===== src/verilog/swdt_pkg.sv =====
// Purpose: Shared constants and types for the system watchdog timer
// Assumes: Core clock 250 MHz; low-frequency oscillator tick arrives as an async level
// Notes: Register offsets on the plain register port are local choices
package swdt_pkg;
    localparam int ADDR_W = 4;
    localparam int DATA_W = 8;
    // Register offsets
    localparam logic [ADDR_W-1:0] OFF_WDCTL = 4'h0;
    localparam logic [ADDR_W-1:0] OFF_RCAUSE = 4'h1;
    localparam logic [ADDR_W-1:0] OFF_CSTAT = 4'h2;
    localparam logic [ADDR_W-1:0] OFF_IRQ_STAT = 4'h3;
    localparam logic [ADDR_W-1:0] OFF_IRQ_MASK = 4'h4;
    // Control register layout
    localparam int PS_LSB = 1;
    localparam int PS_MSB = 5;
    localparam int SWEN_BIT = 0;
    localparam logic [DATA_W-1:0] WDCTL_RST = 8'h16;
    // Mode field position in the low byte of config word one
    localparam int MODE_LSB = 3;
    localparam int MODE_MSB = 4;
    // Core status and reset cause flag positions
    localparam int TO_BIT = 4;
    localparam int PD_BIT = 3;
    localparam int WATCHDOG_RESET_FLAG_N_BIT = 4;
    // Period select limits
    localparam logic [4:0] PS_MAX = 5'h12;
    localparam int PRE_BASE_LOG2 = 5;
    localparam int CNT_W = 24;
    localparam logic [CNT_W-1:0] CNT_ONE = 24'h00_0001;
    // Time base
    localparam int LFOSC_HZ = 31000;
    localparam int BASE_TICK_MS = 1;
    // Interrupt status bits
    localparam int IRQ_W = 2;
    localparam int IRQ_RESET = 0;
    localparam int IRQ_WAKE = 1;

    typedef enum logic [1:0] {
        SWDT_OFF = 2'b00,
        SWDT_SW = 2'b01,
        SWDT_NOSLEEP = 2'b10,
        SWDT_ON = 2'b11
    } swdt_mode_e;

    // Register port request
    typedef struct packed {
        logic [ADDR_W-1:0] addr;
        logic [DATA_W-1:0] wdata;
        logic wr;
        logic rd;
    } swdt_req_s;

    // Core events seen by the watchdog
    typedef struct packed {
        logic clr_instr;
        logic sleep_enter;
        logic sleep_exit;
        logic osc_fail;
    } swdt_evt_s;
endpackage : swdt_pkg


===== src/verilog/swdt_sync.sv =====
// Purpose: Two-flop synchroniser with rising edge pulse
// Assumes: Input is asynchronous to the core clock
// Notes: First stage is read by the second stage only
`timescale 1ns/1ns
`default_nettype none
module swdt_sync
    import swdt_pkg::*;
(
    input wire logic i_core_clk,
    input wire logic i_srst,
    input wire logic i_ce,
    input wire logic i_async,
    output logic o_rise
);
    logic s1_q;
    logic s2_q;
    logic s3_q;

    // Two-flop crossing then edge history
    always_ff @(posedge i_core_clk) begin
        if (i_srst) begin
            s1_q <= 1'b0;
            s2_q <= 1'b0;
            s3_q <= 1'b0;
        end else if (i_ce) begin
            s1_q <= i_async;
            s2_q <= s1_q;
            s3_q <= s2_q;
        end
    end

    assign o_rise = i_ce & s2_q & ~s3_q; // One tick per oscillator rising edge
endmodule : swdt_sync
`default_nettype wire


===== src/verilog/swdt_irq.sv =====
// Purpose: Sticky event status with mask and level interrupt
// Assumes: Write one to clear; set wins over clear
// Notes: Output comes from a flop
`timescale 1ns/1ns
`default_nettype none
module swdt_irq
    import swdt_pkg::*;
(
    input wire logic i_core_clk,
    input wire logic i_srst,
    input wire logic i_ce,
    input wire logic [IRQ_W-1:0] i_evt,
    input wire logic [IRQ_W-1:0] i_w1c,
    input wire logic i_mask_wr,
    input wire logic [IRQ_W-1:0] i_mask_d,
    output logic [IRQ_W-1:0] o_stat,
    output logic [IRQ_W-1:0] o_mask,
    output logic o_irq
);
    logic [IRQ_W-1:0] stat_q;
    logic [IRQ_W-1:0] mask_q;
    logic irq_q;

    // Sticky bits, event beats clear
    genvar g;
    generate
        for (g = 0; g < IRQ_W; g++) begin : g_bit
            always_ff @(posedge i_core_clk) begin
                if (i_srst) begin
                    stat_q[g] <= 1'b0;
                end else if (i_ce) begin
                    stat_q[g] <= i_evt[g] | (stat_q[g] & ~i_w1c[g]);
                end
            end
        end
    endgenerate

    // Mask and registered interrupt level
    always_ff @(posedge i_core_clk) begin
        if (i_srst) begin
            mask_q <= '0;
            irq_q <= 1'b0;
        end else if (i_ce) begin
            if (i_mask_wr) begin
                mask_q <= i_mask_d;
            end
            irq_q <= |(stat_q & mask_q);
        end
    end

    assign o_stat = stat_q;
    assign o_mask = mask_q;
    assign o_irq = irq_q;
endmodule : swdt_irq
`default_nettype wire


===== src/verilog/swdt_top.sv =====
// Purpose: System watchdog timer with sleep wake and reset cause flags
// Assumes: Core events are one-cycle pulses on the core clock; oscillator is async
// Notes: One count per oscillator tick; prescaler and counter form one chain
`timescale 1ns/1ns
`default_nettype none
// Contract
// - The count advances once per tick of the 31 kHz low-frequency oscillator, 1 ms per base step.
// - The mode comes from bits 4 and 3 of the low byte of config word one.
// - Mode 11 keeps the watchdog active always, Sleep included, ignoring the software enable.
// - Mode 10 keeps it active while awake and disabled in Sleep.
// - Mode 01 runs it exactly while the software enable is one, regardless of Sleep.
// - Mode 00 disables it for good, and the software enable only matters in mode 01.
// - Active and not cleared before the period ends, the watchdog resets the system.
// - Period select code n gives a ratio of 32 times two to the n, from 1 ms to 256 s.
// - Codes 10011 to 11111 behave as the minimum 1:32 ratio.
// - Any reset loads period select 01011, a 1:65536 ratio of two seconds.
// - Reset, clear instruction, Sleep entry and exit, oscillator failure and disabling clear the count.
// - Changing the internal oscillator divider leaves the count alone.
// - Sleep entry clears the count, counting restarts from zero if still active, Sleep exit clears again.
// - A time-out in Sleep gives no reset but wakes the device.
// - A watchdog event updates the time-out and power-down flags and the reset cause flag; a time-out in Sleep leaves the reset cause flag unchanged.
// - The control register reads bits 7 and 6 as zero, period in bits 5 to 1, enable in bit 0, reset 16h.
module swdt_top
    import swdt_pkg::*;
(
    input wire logic i_core_clk,
    input wire logic i_srst,
    input wire logic i_ce,
    input wire logic i_low_freq_osc,
    input wire logic [7:0] i_config_word_one,
    input wire logic i_sleeping,
    input wire logic i_clear_watchdog_instr,
    input wire logic i_sleep_enter,
    input wire logic i_sleep_exit,
    input wire logic i_osc_fail,
    input wire logic [3:0] i_int_osc_divider,
    input wire logic [ADDR_W-1:0] i_addr,
    input wire logic [DATA_W-1:0] i_wdata,
    input wire logic i_wr,
    input wire logic i_rd,
    output logic [DATA_W-1:0] o_rdata,
    output logic o_sys_reset,
    output logic o_wake,
    output logic o_timeout_flag_n,
    output logic o_powerdown_flag_n,
    output logic o_watchdog_reset_flag_n,
    output logic o_irq
);
    swdt_req_s req;
    swdt_evt_s evt;
    swdt_mode_e mode;
    logic [4:0] ps_q;
    logic swen_q;
    logic [CNT_W-1:0] cnt_q;
    logic active;
    logic active_q;
    logic tick;
    logic timeout;
    logic clr_cnt;
    logic to_n_q;
    logic pd_n_q;
    logic watchdog_reset_flag_n_n_q;
    logic sysrst_q;
    logic wake_q;
    logic [DATA_W-1:0] rdata_q;
    logic [IRQ_W-1:0] irq_stat;
    logic [IRQ_W-1:0] irq_mask;
    logic irq_w;
    logic [IRQ_W-1:0] irq_evt;
    logic [IRQ_W-1:0] irq_w1c;
    logic mask_wr;

    // Base step length in oscillator ticks, for reference
    localparam int TICKS_PER_MS = (LFOSC_HZ * BASE_TICK_MS) / 1000;

    // Period code to terminal count, reserved codes fold to minimum
    function automatic logic [CNT_W-1:0] last_count(input logic [4:0] code);
        logic [4:0] eff;
        eff = (code > PS_MAX) ? 5'h00 : code;
        last_count = (CNT_ONE << (PRE_BASE_LOG2 + int'(eff))) - CNT_ONE;
    endfunction : last_count

    // Request bundle and core events
    assign req = '{addr: i_addr, wdata: i_wdata, wr: i_wr, rd: i_rd};
    assign evt = '{clr_instr: i_clear_watchdog_instr, sleep_enter: i_sleep_enter,
                   sleep_exit: i_sleep_exit, osc_fail: i_osc_fail};
    assign mode = swdt_mode_e'(i_config_word_one[MODE_MSB:MODE_LSB]);

    // Oscillator tick crosses into the core clock
    swdt_sync u_sync (
        .i_core_clk(i_core_clk),
        .i_srst(i_srst),
        .i_ce(i_ce),
        .i_async(i_low_freq_osc),
        .o_rise(tick)
    );

    // Mode table decides whether the watchdog runs
    always_comb begin
        case (mode)
            SWDT_ON: active = 1'b1;
            SWDT_NOSLEEP: active = ~i_sleeping;
            SWDT_SW: active = swen_q;
            SWDT_OFF: active = 1'b0;
            default: active = 1'b0;
        endcase
    end

    // Clearing sources; divider input deliberately unused here
    assign clr_cnt = evt.clr_instr | evt.sleep_enter | evt.sleep_exit
                     | evt.osc_fail | ~active;
    assign timeout = active & tick & (cnt_q == last_count(ps_q)) & ~clr_cnt;

    // Control register, reset loads 16h
    always_ff @(posedge i_core_clk) begin
        if (i_srst) begin
            ps_q <= WDCTL_RST[PS_MSB:PS_LSB];
            swen_q <= WDCTL_RST[SWEN_BIT];
        end else if (i_ce && req.wr && req.addr == OFF_WDCTL) begin
            ps_q <= req.wdata[PS_MSB:PS_LSB];
            swen_q <= req.wdata[SWEN_BIT];
        end
    end

    // Prescaler and counter chain
    always_ff @(posedge i_core_clk) begin
        if (i_srst) begin
            cnt_q <= '0;
            active_q <= 1'b0;
        end else if (i_ce) begin
            active_q <= active;
            if (clr_cnt || timeout) begin
                cnt_q <= '0;
            end else if (tick) begin
                cnt_q <= cnt_q + CNT_ONE;
            end
        end
    end

    // Reset or wake on time-out
    always_ff @(posedge i_core_clk) begin
        if (i_srst) begin
            sysrst_q <= 1'b0;
            wake_q <= 1'b0;
        end else if (i_ce) begin
            sysrst_q <= timeout & ~i_sleeping;
            wake_q <= timeout & i_sleeping;
        end
    end

    // Status flags: time-out and power-down, active low
    always_ff @(posedge i_core_clk) begin
        if (i_srst) begin
            to_n_q <= 1'b1;
            pd_n_q <= 1'b1;
        end else if (i_ce) begin
            if (timeout) begin
                to_n_q <= 1'b0;
                pd_n_q <= ~i_sleeping;
            end else if (evt.clr_instr) begin
                to_n_q <= 1'b1;
                pd_n_q <= 1'b1;
            end else if (evt.sleep_enter) begin
                to_n_q <= 1'b1;
                pd_n_q <= 1'b0;
            end
        end
    end

    // Reset cause flag survives the watchdog's own system reset
    always_ff @(posedge i_core_clk) begin
        if (i_srst) begin
            watchdog_reset_flag_n_n_q <= 1'b1;
        end else if (i_ce) begin
            if (timeout && !i_sleeping) begin
                watchdog_reset_flag_n_n_q <= 1'b0;
            end else if (req.wr && req.addr == OFF_RCAUSE && req.wdata[WATCHDOG_RESET_FLAG_N_BIT]) begin
                watchdog_reset_flag_n_n_q <= 1'b1;
            end
        end
    end

    // Interrupt events and controls
    assign irq_evt[IRQ_RESET] = timeout & ~i_sleeping;
    assign irq_evt[IRQ_WAKE] = timeout & i_sleeping;
    assign irq_w1c = (req.wr && req.addr == OFF_IRQ_STAT) ? req.wdata[IRQ_W-1:0] : '0;
    assign mask_wr = req.wr && req.addr == OFF_IRQ_MASK;

    swdt_irq u_irq (
        .i_core_clk(i_core_clk),
        .i_srst(i_srst),
        .i_ce(i_ce),
        .i_evt(irq_evt),
        .i_w1c(irq_w1c),
        .i_mask_wr(mask_wr),
        .i_mask_d(req.wdata[IRQ_W-1:0]),
        .o_stat(irq_stat),
        .o_mask(irq_mask),
        .o_irq(irq_w)
    );

    // Read data one cycle after the strobe, zero otherwise
    always_ff @(posedge i_core_clk) begin
        if (i_srst) begin
            rdata_q <= '0;
        end else if (i_ce) begin
            rdata_q <= '0;
            if (req.rd) begin
                case (req.addr)
                    OFF_WDCTL: rdata_q <= {2'b00, ps_q, swen_q};
                    OFF_RCAUSE: rdata_q <= DATA_W'(watchdog_reset_flag_n_n_q) << WATCHDOG_RESET_FLAG_N_BIT;
                    OFF_CSTAT: rdata_q <= (DATA_W'(to_n_q) << TO_BIT)
                                          | (DATA_W'(pd_n_q) << PD_BIT);
                    OFF_IRQ_STAT: rdata_q <= DATA_W'(irq_stat);
                    OFF_IRQ_MASK: rdata_q <= DATA_W'(irq_mask);
                    default: rdata_q <= '0;
                endcase
            end
        end
    end

    assign o_rdata = rdata_q;
    assign o_sys_reset = sysrst_q;
    assign o_wake = wake_q;
    assign o_timeout_flag_n = to_n_q;
    assign o_powerdown_flag_n = pd_n_q;
    assign o_watchdog_reset_flag_n = watchdog_reset_flag_n_n_q;
    assign o_irq = irq_w;

    // Checks
    AST_OFF_NEVER_FIRES: assert property (@(posedge i_core_clk) disable iff (i_srst)
        (mode == SWDT_OFF) |-> !timeout) else $error("time-out while mode off");
    AST_NOSLEEP_IDLE: assert property (@(posedge i_core_clk) disable iff (i_srst)
        (mode == SWDT_NOSLEEP && i_sleeping && i_ce) |=> cnt_q == '0)
        else $error("count moved in sleep with mode 10");
    AST_SW_FOLLOWS: assert property (@(posedge i_core_clk) disable iff (i_srst)
        (mode == SWDT_SW) |-> active == swen_q) else $error("mode 01 ignores enable");
    AST_ALWAYS_ON: assert property (@(posedge i_core_clk) disable iff (i_srst)
        (mode == SWDT_ON) |-> active) else $error("mode 11 not active");
    AST_CLEAR: assert property (@(posedge i_core_clk) disable iff (i_srst)
        (i_ce && (evt.clr_instr || evt.sleep_enter || evt.osc_fail)) |=> cnt_q == '0)
        else $error("count not cleared");
    AST_RESET_AWAKE: assert property (@(posedge i_core_clk) disable iff (i_srst)
        (i_ce && timeout && !i_sleeping) |=> o_sys_reset && !o_wake && !o_timeout_flag_n)
        else $error("awake time-out gave no reset");
    AST_WAKE_SLEEP: assert property (@(posedge i_core_clk) disable iff (i_srst)
        (i_ce && timeout && i_sleeping) |=> o_wake && !o_sys_reset && !o_powerdown_flag_n)
        else $error("sleep time-out did not wake");
    AST_RESERVED_MIN: assert property (@(posedge i_core_clk) disable iff (i_srst)
        (ps_q > PS_MAX) |-> last_count(ps_q) == last_count(5'h00))
        else $error("reserved code not minimum");
    AST_CTL_RESET: assert property (@(posedge i_core_clk)
        i_srst |=> {ps_q, swen_q} == WDCTL_RST[PS_MSB:0]) else $error("bad control reset");
    AST_WATCHDOG_RESET_FLAG_N_LOW: assert property (@(posedge i_core_clk) disable iff (i_srst)
        (i_ce && timeout && !i_sleeping) |=> !o_watchdog_reset_flag_n)
        else $error("reset flag not driven low");
    // Mode 01 with enable low keeps the count at zero
    AST_SW_OFF_IDLE: assert property (@(posedge i_core_clk) disable iff (i_srst)
        (i_ce && mode == SWDT_SW && !swen_q) |=> cnt_q == '0)
        else $error("count moved with software enable low");
    // Mode 00 keeps the count at zero
    AST_OFF_IDLE: assert property (@(posedge i_core_clk) disable iff (i_srst)
        (i_ce && mode == SWDT_OFF) |=> cnt_q == '0)
        else $error("count moved with mode off");
    // Leaving Sleep clears the count
    AST_EXIT_CLEAR: assert property (@(posedge i_core_clk) disable iff (i_srst)
        (i_ce && evt.sleep_exit) |=> cnt_q == '0)
        else $error("count not cleared on sleep exit");
    // Disabled watchdog holds the count at zero
    AST_DISABLE_CLEAR: assert property (@(posedge i_core_clk) disable iff (i_srst)
        (i_ce && !active) |=> cnt_q == '0)
        else $error("count not cleared while disabled");
    // One step per oscillator tick
    AST_STEP: assert property (@(posedge i_core_clk) disable iff (i_srst)
        (i_ce && tick && !clr_cnt && !timeout) |=> cnt_q == $past(cnt_q) + CNT_ONE)
        else $error("count did not step on tick");
    // No tick and no clear leaves the count alone, whatever the divider does
    AST_HOLD: assert property (@(posedge i_core_clk) disable iff (i_srst)
        (i_ce && !tick && !clr_cnt) |=> $stable(cnt_q))
        else $error("count moved without a tick");
    // Terminal count on a tick ends the period
    AST_END_OF_PERIOD: assert property (@(posedge i_core_clk) disable iff (i_srst)
        (i_ce && active && tick && !clr_cnt && cnt_q == last_count(ps_q))
        |=> cnt_q == '0 && (o_sys_reset || o_wake))
        else $error("terminal count gave no event");
    // Reset and wake never together
    AST_NOT_BOTH: assert property (@(posedge i_core_clk) disable iff (i_srst)
        !(o_sys_reset && o_wake)) else $error("reset and wake together");
    // Reset pulse lasts one cycle
    AST_RESET_PULSE: assert property (@(posedge i_core_clk) disable iff (i_srst)
        (i_ce && o_sys_reset) |=> !o_sys_reset)
        else $error("reset pulse too long");
    // Wake pulse lasts one cycle
    AST_WAKE_PULSE: assert property (@(posedge i_core_clk) disable iff (i_srst)
        (i_ce && o_wake) |=> !o_wake)
        else $error("wake pulse too long");
    // Clear instruction raises both status flags
    AST_TO_CLEAR: assert property (@(posedge i_core_clk) disable iff (i_srst)
        (i_ce && evt.clr_instr && !timeout) |=> o_timeout_flag_n && o_powerdown_flag_n)
        else $error("flags not set by clear instruction");
    // Sleep entry drops power-down flag
    AST_SLEEP_PD: assert property (@(posedge i_core_clk) disable iff (i_srst)
        (i_ce && evt.sleep_enter && !timeout && !evt.clr_instr)
        |=> !o_powerdown_flag_n && o_timeout_flag_n)
        else $error("power-down flag not low after sleep entry");
    // Writing one to the cause bit sets the flag again
    AST_WATCHDOG_RESET_FLAG_N_SET: assert property (@(posedge i_core_clk) disable iff (i_srst)
        (i_ce && !timeout && req.wr && req.addr == OFF_RCAUSE && req.wdata[WATCHDOG_RESET_FLAG_N_BIT])
        |=> o_watchdog_reset_flag_n)
        else $error("reset flag not set by write");
    // Control write lands in the next cycle
    AST_PS_WRITE: assert property (@(posedge i_core_clk) disable iff (i_srst)
        (i_ce && req.wr && req.addr == OFF_WDCTL)
        |=> ps_q == $past(req.wdata[PS_MSB:PS_LSB]) && swen_q == $past(req.wdata[SWEN_BIT]))
        else $error("control write lost");
    // Unused control bits read as zero
    AST_CTL_TOP_ZERO: assert property (@(posedge i_core_clk) disable iff (i_srst)
        (i_ce && req.rd && req.addr == OFF_WDCTL) |=> o_rdata[7:6] == 2'b00)
        else $error("control top bits not zero");
    // Read data is zero outside the answer cycle
    AST_RDATA_IDLE: assert property (@(posedge i_core_clk) disable iff (i_srst)
        (i_ce && !req.rd) |=> o_rdata == '0)
        else $error("read data not zero when idle");
    // Any reset leaves flags high and pulses low
    AST_RESET_FLAGS: assert property (@(posedge i_core_clk)
        i_srst |=> o_timeout_flag_n && o_powerdown_flag_n && !o_sys_reset && !o_wake)
        else $error("bad flag reset");
    // Clock enable low freezes the count and control
    AST_CE_FREEZE: assert property (@(posedge i_core_clk) disable iff (i_srst)
        !i_ce |=> $stable(cnt_q) && $stable(ps_q) && $stable(swen_q))
        else $error("state moved with clock enable low");
    // Interrupt level follows status and mask one cycle later
    AST_IRQ_LEVEL: assert property (@(posedge i_core_clk) disable iff (i_srst)
        i_ce |=> o_irq == $past(|(irq_stat & irq_mask)))
        else $error("interrupt level wrong");
    // Terminal count cannot come on a clear cycle
    AST_CLEAR_WINS: assert property (@(posedge i_core_clk) disable iff (i_srst)
        (i_ce && clr_cnt) |=> !o_sys_reset && !o_wake)
        else $error("event despite clear");
    COV_RESET: cover property (@(posedge i_core_clk) disable iff (i_srst) o_sys_reset);
    COV_WAKE: cover property (@(posedge i_core_clk) disable iff (i_srst) o_wake);
    COV_CLR: cover property (@(posedge i_core_clk) disable iff (i_srst)
        active && evt.clr_instr && cnt_q != '0);
    COV_DISABLE: cover property (@(posedge i_core_clk) disable iff (i_srst)
        active_q && !active);
    COV_RESERVED: cover property (@(posedge i_core_clk) disable iff (i_srst)
        ps_q > PS_MAX && o_sys_reset);
endmodule : swdt_top
`default_nettype wire


===== config.mk =====
export PLATFORM = sky130hd
export DESIGN_NAME = swdt_top
export DESIGN_NICKNAME = d
export VERILOG_FILES = /design/src/verilog/swdt_pkg.sv /design/src/verilog/swdt_sync.sv /design/src/verilog/swdt_irq.sv /design/src/verilog/swdt_top.sv
export SDC_FILE = /design/constraint.sdc
export NUM_CORES = 1
export LEC_CHECK = 0
export BUFFER_PORTS_ARGS = -buffer_cell sky130_fd_sc_hd__buf_2
export CAP_MARGIN = 0
export CELL_PAD_IN_SITES_DETAIL_PLACEMENT = 1
export CELL_PAD_IN_SITES_GLOBAL_PLACEMENT = 1
export CORE_MARGIN = 5
export CORE_UTILIZATION = 42
export CTS_CLUSTER_DIAMETER = 30
export DETAILED_ROUTE_END_ITERATION = 6
export PLACE_DENSITY_LB_ADDON = 0.08
export SLEW_MARGIN = 20
export SYNTH_ARGS = -nofsm -noshare
export SYNTH_HDL_FRONTEND = slang
export SYNTH_SLANG_ARGS = --single-unit

===== constraint.sdc =====
create_clock -name i_core_clk -period 3.2 [get_ports i_core_clk]
set_input_delay 0.32 -clock i_core_clk [delete_from_list [all_inputs] [get_ports i_core_clk]]
set_output_delay 0.32 -clock i_core_clk [all_outputs]
set_load 0.02 [all_outputs]

Yosys cells after proc, flatten, opt, wreduce, memory -nomap -nowiden
Cells that the tools add are included.
{ "word_totals": {"in_bits": 35, "elab_cells": 86, "ff_bits": 51} }
{ "classes": {"add_sub_neg": 3, "shift": 1, "mux": 15, "bitwise_logic": 23, "order_cmp": 1, "n_reduce_logical": 19, "n_eq_ne": 8} }
{ "ops": {"columns": ["op", "n"], "rows": [
  ["$mux W24", 2],
  ["$pmux W6 S5", 1],
  ["$add A24 B1 Y24 const B", 1],
  ["$eq A24 B24 Y1", 1],
  ["$shl A1 B6 Y24 const A", 1],
  ["$sub A24 B1 Y24 const B", 1],
  ["$and A1 B1 Y1", 9],
  ["$eq A4 B2 Y1 const B", 2],
  ["$mux W1", 8],
  ["$reduce_and A2 Y1", 4],
  ["$logic_and A1 B1 Y1", 7],
  ["$add A3 B5 Y6 const A", 1],
  ["$mux W6", 1],
  ["$not A1 Y1", 6],
  ["$or A1 B1 Y1", 6],
  ["$gt A5 B5 Y1 const B", 1],
  ["$mux W5", 1],
  ["$or A5 B4 Y5", 1],
  ["$eq A2 B2 Y1 const B", 2],
  ["$eq A4 B1 Y1 const B", 1],
  ["$eq A4 B3 Y1 const B", 1],
  ["$logic_not A4 Y1", 1],
  ["$pmux W1 S4", 1],
  ["$reduce_bool A2 Y1", 2],
  ["8 further kinds", 8]
]} }

Logic depth before layout (Yosys ltp)
Gate-level depths: netlist (run 1).
{ "logic_depth": {"word_depth": 11, "depth_mapped": 12} }

Cells and area by module
Synthesis (run 1) repeated with hierarchy kept, for this count alone.
{ "hier_totals": {"hier_cells": 373, "area_unflattened_um2": 3020.4} }
{ "modules_own_cells": {"columns": ["module", "n_inst", "cells_each", "area_per_inst_um2", "seq_area_each_um2"], "rows": [
  ["swdt_top", 1, 341, 2706.3, 820.8],
  ["swdt_irq", 1, 21, 207.7, 100.1],
  ["swdt_sync", 1, 11, 106.4, 60.1]
]} }

Worst setup path after synthesis (run 1)
OpenSTA, ideal clock, no wires.
{ "synth_path": {"kind": "flip-flop to flip-flop", "startpoint": "reg ps_q[1]", "endpoint": "reg cnt_q[15]", "stages_incl_launch_ff": 11, "synth_period_minus_slack_ps": 2408, "setup_slack_ps": 792, "arrival_time_ps": 2276, "path_buffers": 2, "required_time_ps": 3068, "cell_sequence": "dfxtp_1 a211o_1 buf_4 a221oi_2 xor2_1 and4_1 o2111ai_1 or3_4 a21oi_4 buf_6 nor3_1"} }
{ "synth_between": {"elab_chain_len": 11} }
{ "synth_rtl": {"columns": ["element", "line", "rtl"], "rows": [
  ["start: declaration", "swdt_top.sv:52", "logic [4:0] ps_q;"],
  ["start signal: assignment", "swdt_top.sv:117", "ps_q <= WDCTL_RST[PS_MSB:PS_LSB];"],
  ["start signal: assignment", "swdt_top.sv:120", "ps_q <= req.wdata[PS_MSB:PS_LSB];"],
  ["$gt A5 B5 Y1", "swdt_top.sv:79", "eff = (code > PS_MAX) ? 5'h00 : code;"],
  ["$mux W5 *", "swdt_top.sv:79", null],
  ["$add A3 B5 Y6 *", "swdt_top.sv:80", "last_count = (CNT_ONE << (PRE_BASE_LOG2 + int'(eff))) - CNT_ONE;"],
  ["$shl A1 B6 Y24 *", "swdt_top.sv:80", null],
  ["$sub A24 B1 Y24 *", "swdt_top.sv:80", null],
  ["$eq A24 B24 Y1 *", "swdt_top.sv:112", "assign timeout = active & tick & (cnt_q == last_count(ps_q)) & ~clr_cnt;"],
  ["$and A1 B1 Y1 * (2 in a row)", "swdt_top.sv:112", null],
  ["$logic_or A1 B1 Y1 *", "swdt_top.sv:132", "if (clr_cnt || timeout) begin"],
  ["$reduce_bool A2 Y1 (no line)", null, null],
  ["$reduce_and A2 Y1 (no line)", null, null],
  ["end signal: assignment", "swdt_top.sv:135", "cnt_q <= cnt_q + CNT_ONE;"],
  ["end: declaration", "swdt_top.sv:54", "logic [CNT_W-1:0] cnt_q;"]
]} }
Every way passes the cells marked *; elsewhere a longest branch is shown, timed or not.
A chain may end at the register's enable or synchronous reset.

Final worst setup path (run 1)
{ "layout_path": {"startpoint": "reg ps_q[0]", "endpoint": "reg cnt_q[11]"} }
The elaborated chain is that of the path after synthesis.

==> impl_results.md, run 1 <==
- Status: completed
- Core Area: a little over 7000 µm²
- Relative slew margins: 36.6%
- Worst-Margin Slew: 951 ps
- Clk_lat worst skew: 310 ps
- Hold_buf cts: 0
- H-tree levels: 2
- CP endpoint kind: flop
- Leading cell type in the layout, fill and taps excluded: dfxtp_1
- Vias: 2,975
- Chip Width: 95.9 µm
- Wire length per cell: around 17 µm
- Slowest stage delay, CP: 750 ps
- Synthesis Warnings: 0
- CTS tree: built
- Max-Cap Viols: 0
- Main flop type after synthesis: dfxtp_1
- Crit-path max FO: 22
- Setup slack, reg-to-reg: around 190 ps
- Leakage power: between 1 and 1.5 nW
- Worst Skew: ~3.4 ps
- Main area contributors after synthesis: dfxtp_1 32%, nor3_1 5.6%, nand2_1 5.3%
- Critical R2R Capture: cnt_q[11]
- DRC: 0
- Max Used Layer: met4
- Initial antenna violation count: 0
- Root Driver: clkbuf_8
- WL met2: 4.17 mm
- # setup viols final: 0
- Gpl congestion: 0.816
- Critical-path top delay cell: o21ai_0
- Pin count of the biggest net entering global routing: 52
- EDFF count, synth: 0
- Ports: 49
- Grt ovf: 0
- Post-cts resize count: 0
- Total Power Consumption: 1.12 mW
- Most frequent CP cell: nor3_1
- Setup CP Type: flop to flop
- Placed cell count: 518
- Async SR Flop Fraction: 0%
- End point of the critical path: cnt_q[11]
- Maximum vdd ir drop: 0.000183 V
- Input/output buffers: 34
- Fmax achieved: 0.333 GHz
- Clk buf depth: 2
- Final core utilization: 47.7%
- Die height: approximately 96 µm
- CP arrival: 3170 ps
- Final hold slack: 212 ps
- Fin crit period: 3010 ps
- Bufs and invs on worst path: 1
- Setup Buffers After CTS: 0
- Met3 wire length: roughly 230 µm
- TritonCTS Sinks: about 50
- Fraction of layout cells with a size suffix above 1: 14.5%
- Synth area leader: dfxtp_1
- Cell Count, Final, Fillers Out: 526
- Row count: 31
- Most frequent cells in the layout: 49 x dfxtp_1, 44 x nand2_1, 43 x nor2_1
- Vias/cell: 5.66
- Mapped Cells: about 400
- Area growth syn-to-layout: 10.9%
- Routed Antenna Nets: 0
- Diodes inserted: 0
- TNS Setup: 0 ps
- CP top delay family: compound AO/OA/AOI/OAI gates
- Critical Path Start: ps_q[0]
- Worst path cell trace: o21ai_0 -> o22ai_1 -> a21boi_0 -> nor3_1 -> o2111ai_1 -> or3_4 -> a21oi_4 -> buf_12 -> nor3_1
- DRT Wirelength: 8.81 mm
- Share of the synthesized area in the top cell type: 31.6%
- Hold Crit Class: primary input to flop
- Stages on the worst setup path: 9
- Fin. max-slew vios: 0
- Synth Cell Area: roughly 3100 µm²
- Synthesized area per cell: 7.70 µm²
- Fill count: roughly 900
- # nets final: 463
- Number of DRC markers in iteration 0: 124
- First-pass GRT wire length: ~15 mm
- Die footprint: 9200 µm²
- Number of hold violations in the final report: 0
- Drt pass-1 iters: 4
- Vias in the first global route: 2,948
- Tot GR Track Use: 20.0%
- Synth Register Bits: 49
- Initial Util: 43.0%
- DRT met1 WL: 4.27 mm
- Sequential share of the synthesized area: 31.6%
- Cell Pwr Density: 325 nW/µm²
- Detail Placement HPWL: 6.62 mm
- Yosys cell types: 61
- Inserted Clock Buffers: 5
- Worst Reg-to-Reg Cells: 9
- Critical Path Source Type: flop
- Origin of the critical flop-to-flop path: ps_q[0]
- RSZ-0062 raised after global routing: false
- Worst Path Required: 3360 ps
- Worst-path clk slew: ~90 ps
- Fin crit share: 93.9%
[synthesized netlist by cell type (3+ instances only)]
cell type	number
a31oi_1	3
nand2_1	44
a211oi_1	4
nor4_1	6
a21oi_1	17
buf_2	9
and3_1	7
or3_1	3
mux2i_1	10
nand4b_1	4
nand2b_1	4
a22oi_1	3
dfxtp_1	49
o21ai_0	18
inv_1	9
nor3_1	35
xnor2_1	15
a32oi_1	3
xor2_1	16
o41ai_1	3
a211o_1	4
o22ai_1	5
clkbuf_1	15
nand4_1	9
buf_4	3
nor2b_1	10
nand3_1	5
nor2_1	43
[registers in the layout (all words and copies together), names as in the netlist, 2 cells and up]
name	cells
cnt_q	24
u_irq.o_mask	2
o_rdata	6
ps_q	5
u_irq.o_stat	2
[worst reg2reg max path: stages (launching register included)]
cell and delay (ps):
dfxtp_1 360, o21ai_0 750, o22ai_1 250, a21boi_0 200, nor3_1 220, o2111ai_1 240, or3_4 410, a21oi_4 180
buf_12 180, nor3_1 80
[worst min path at each step]
stage	from	endpoint	slack, ps	depth (start not counted)
floorplan	i_wdata[4]	ps_q[3]	440	1
global route	i_wdata[2]	ps_q[1]	210	2
CTS	i_wdata[2]	ps_q[1]	220	2
finish	i_wdata[2]	ps_q[1]	210	2
global placement	o_wake	o_wake	430	2
detailed placement	o_wake	o_wake	430	2
[power by group]
part / total [mW] / switching, mW / internal (mW)
sequential: 0.617 / 0.00370 / 0.614
combinational: 0.108 / 0.0693 / 0.0391
clock: 0.393 / 0.218 / 0.176
[final cells by class]
cell class	instances	area, µm²	area share [%]
Clock buffer	6	82.6	2.40
Clock inverter	2	13.8	0.400
Inverter	10	37.5	1.09
Tap cell	99	124	3.60
Sequential cell	49	981	28.5
Timing Repair Buffer	45	265	7.71
Multi-Input combinational cell	315	1940	56.3
[metrics by stage]
step           area [µm²]  setup slack, ps
6_report             3440              194
5_1_grt              3440             72.7
4_1_cts              3440              264
3_5_place_dp         3340              266
3_3_place_gp         3340              335
2_1_floorplan        3110              792
[logic make-up after synthesis]
kind of cell | share of synthesized area (%)
AOI/OAI and AO/OA | 16.3
adders and majority gates | 0.807
and+or+nand+nor | 31.7
buffers and inverters | 6.17
xor gates and xnor gates | 8.75
muxes | 4.32
other | 0.242
DFF | 31.6
[per-layer routing]
| metal | GRT usage, % | vias to the layer above |
|---|---|---|
| met5 | 0 | - |
| met4 | 6.16 | 0 |
| met1 | 28.0 | 1448 |
| li1 | - | 1481 |
| met3 | 3.13 | 13 |
| met2 | 31.6 | 33 |
No activity file was read; power rests on OpenSTA's default activity.
==> run 2: changes to the inputs <==
CORE_MARGIN = unset   (was 5)
==> impl_results.md, run 2 (synthesized netlist as in run 1, its figures left out) <==
- Fin crit period: 2970 ps (-31.8 ps)
- Critical Path Source Type: flop
- Fill count: 885 (-3.8%)
- Core Area: 6940 µm² (-3.7%)
- Gpl congestion: 0.800 (-2.0%)
- DRC: 0 (unchanged)
- Die height: 87.9 µm (-8.3%)
- Cell Pwr Density: 321 nW/µm² (-1.4%)
- Relative slew margins: 39.0% (+2.4 points)
- Worst Path Required: 3350 ps (about the same)
- CP top delay family: compound AO/OA/AOI/OAI gates
- Switching Share: 26.6% (+0.58 points)
- Register with the most flip-flops: cnt_q
- Vias in the first global route: 2,859 (-3.0%)
- Grt ovf: 0 (unchanged)
- Drt pass-1 iters: 4 (unchanged)
- Reg power frac: 56.1% (+0.9 points)
- Maximum vdd ir drop: 0.000168 V (-8.3%)
- Fraction of layout cells with a size suffix above 1: 14.3% (-0.23 points)
- Ports: 49 (unchanged)
- Wire length per cell: 16.5 µm (-1.3%)
- Bufs and invs on worst path: 1 (unchanged)
- CP endpoint kind: flop
- TritonCTS Sinks: 49 (unchanged)
- Worst-Margin Slew: 915 ps (-36.1 ps)
- Post-cts resize count: 0 (unchanged)
- Leakage power: 1.22 nW (-1.0%)
- Critical-path top delay cell: o21ai_0
- Final core utilization: 49.4% (+1.7 points)
- Clk_lat worst skew: 300 ps (about the same)
- Input/output buffers: 34 (unchanged)
- Setup CP Type: flop to flop
- CP arrival: 3120 ps (-50 ps)
- Tot GR Track Use: 23.2% (+3.1 points)
- CTS tree: built
- Max reg flops: 24 (unchanged)
- TNS Setup: 0 ps (unchanged)
- Root Driver: clkbuf_8
- Vias/cell: 5.75 (+1.6%)
- Hold Crit Class: primary input to flop
- Routed Antenna Nets: 0 (unchanged)
- Hold_buf cts: 0 (unchanged)
- Die footprint: 7730 µm² (-16%)
- Fin crit share: 92.9% (-1.0 points)
- Max-Cap Viols: 0 (unchanged)
- Worst path cell trace: o21ai_0 -> o22ai_1 -> a21boi_0 -> nor3_1 -> o2111ai_1 -> or3_4 -> a21oi_4 -> buf_12 -> nor3_1
- # nets final: 463 (unchanged)
- H-tree levels: 2 (unchanged)
- RSZ-0062 raised after global routing: false
- Vias: 3,006 (+1.0%)
- Status: completed
- First-pass GRT wire length: 14.0 mm (-3.9%)
- Worst Skew: 8.88 ps (+5.45 ps)
- # setup viols final: 0 (unchanged)
- Fin. max-slew vios: 0 (unchanged)
- Leading cell type in the layout, fill and taps excluded: dfxtp_1
- Final hold slack: 224 ps (+12.0 ps)
- Net Switching: 0.292 mW (+0.44%)
- Diodes inserted: 0 (unchanged)
- Most frequent cells in the layout: 49 x dfxtp_1, 44 x nand2_1, 43 x nor2_1
- Number of hold violations in the final report: 0 (unchanged)
- Initial antenna violation count: 0 (unchanged)
- Initial Util: 44.7% (+1.7 points)
- Inserted Clock Buffers: 5 (unchanged)
- Setup Buffers After CTS: 0 (unchanged)
- Clk pwr share: 34.0% (-1.2 points)
- Detail Placement HPWL: 6.50 mm (-1.8%)
- Clk buf depth: 2 (unchanged)
- Slowest stage delay, CP: 650 ps (-100 ps)
- Most frequent CP cell: nor3_1
- Area growth syn-to-layout: 10.5%
- Chip Width: 87.9 µm (-8.3%)
- Crit-path max FO: 22 (unchanged)
- Number of DRC markers in iteration 0: 139 (+12%)
- Worst-path clk slew: 90 ps (about the same)
- Logic pwr share: 9.9% (+0.2 points)
- Pin count of the biggest net entering global routing: 52 (unchanged)
- Row count: 30 (-3.2%)
- DRT Wirelength: 8.65 mm (-1.9%)
- Cell Int Power: 0.807 mW (-2.5%)
- Fmax achieved: 0.336 GHz (+1.1%)
==> run 2: worst paths after layout <==
check                           cells after the start         to  slack (ps)  startpoint
worst min-delay path                                2    ps_q[1]         220  i_wdata[2]
worst max-delay path                                9  cnt_q[23]         230     ps_q[1]
worst max register to register                      9  cnt_q[23]         230     ps_q[1]
worst min register to register                      2     o_wake         450      o_wake
==> run 2: worst register-to-register path, stage by stage (launching register included) <==
cell and delay (ps):
dfxtp_1 370, o21ai_0 650, o22ai_1 260, a21boi_0 190
nor3_1 240, o2111ai_1 260, or3_4 420, a21oi_4 180
buf_12 180, nor3_1 80
==> run 2: final cells by class <==
| type | instances | area (µm²) | share of cell area [%] |
|---|---|---|---|
| Multi-Input combinational cell | 315 | 1940 | 56.5 |
| Timing Repair Buffer | 45 | 265 | 7.74 |
| Inverter | 10 | 37.5 | 1.09 |
| Clock buffer | 6 | 72.6 | 2.12 |
| Tap cell | 96 | 120 | 3.50 |
| Clock inverter | 2 | 15.0 | 0.438 |
| Sequential cell | 49 | 981 | 28.6 |
==> run 2: routing by layer <==
layer,vias to the layer above,share of wire [%],GRT usage (%)
li1,1485,-,-
met1,1477,49,31.8
met2,39,48,39.0
met3,5,2.5,3.30
met4,0,0.55,3.87
met5,-,0,0
==> run 2: power by group through the flow <==
stage	Sequential (mW)	Clock (mW)	Combinational [mW]
after global routing	0.618	0.409	0.120
after CTS	0.617	0.387	0.107
after global placement	0.631	0	0.105
after detailed placement	0.631	0	0.107
after floorplan	0.633	0	0.0717
final	0.617	0.374	0.109
==> run 2: stage by stage <==
stage	std cells	setup slack, ps	power [mW]	area (µm²)
2_1_floorplan	405	792	0.704	3110
3_5_place_dp	515	328	0.738	3340
3_3_place_gp	515	430	0.736	3340
6_report	523	226	1.10	3430
4_1_cts	523	303	1.11	3430
5_1_grt	523	104	1.15	3430
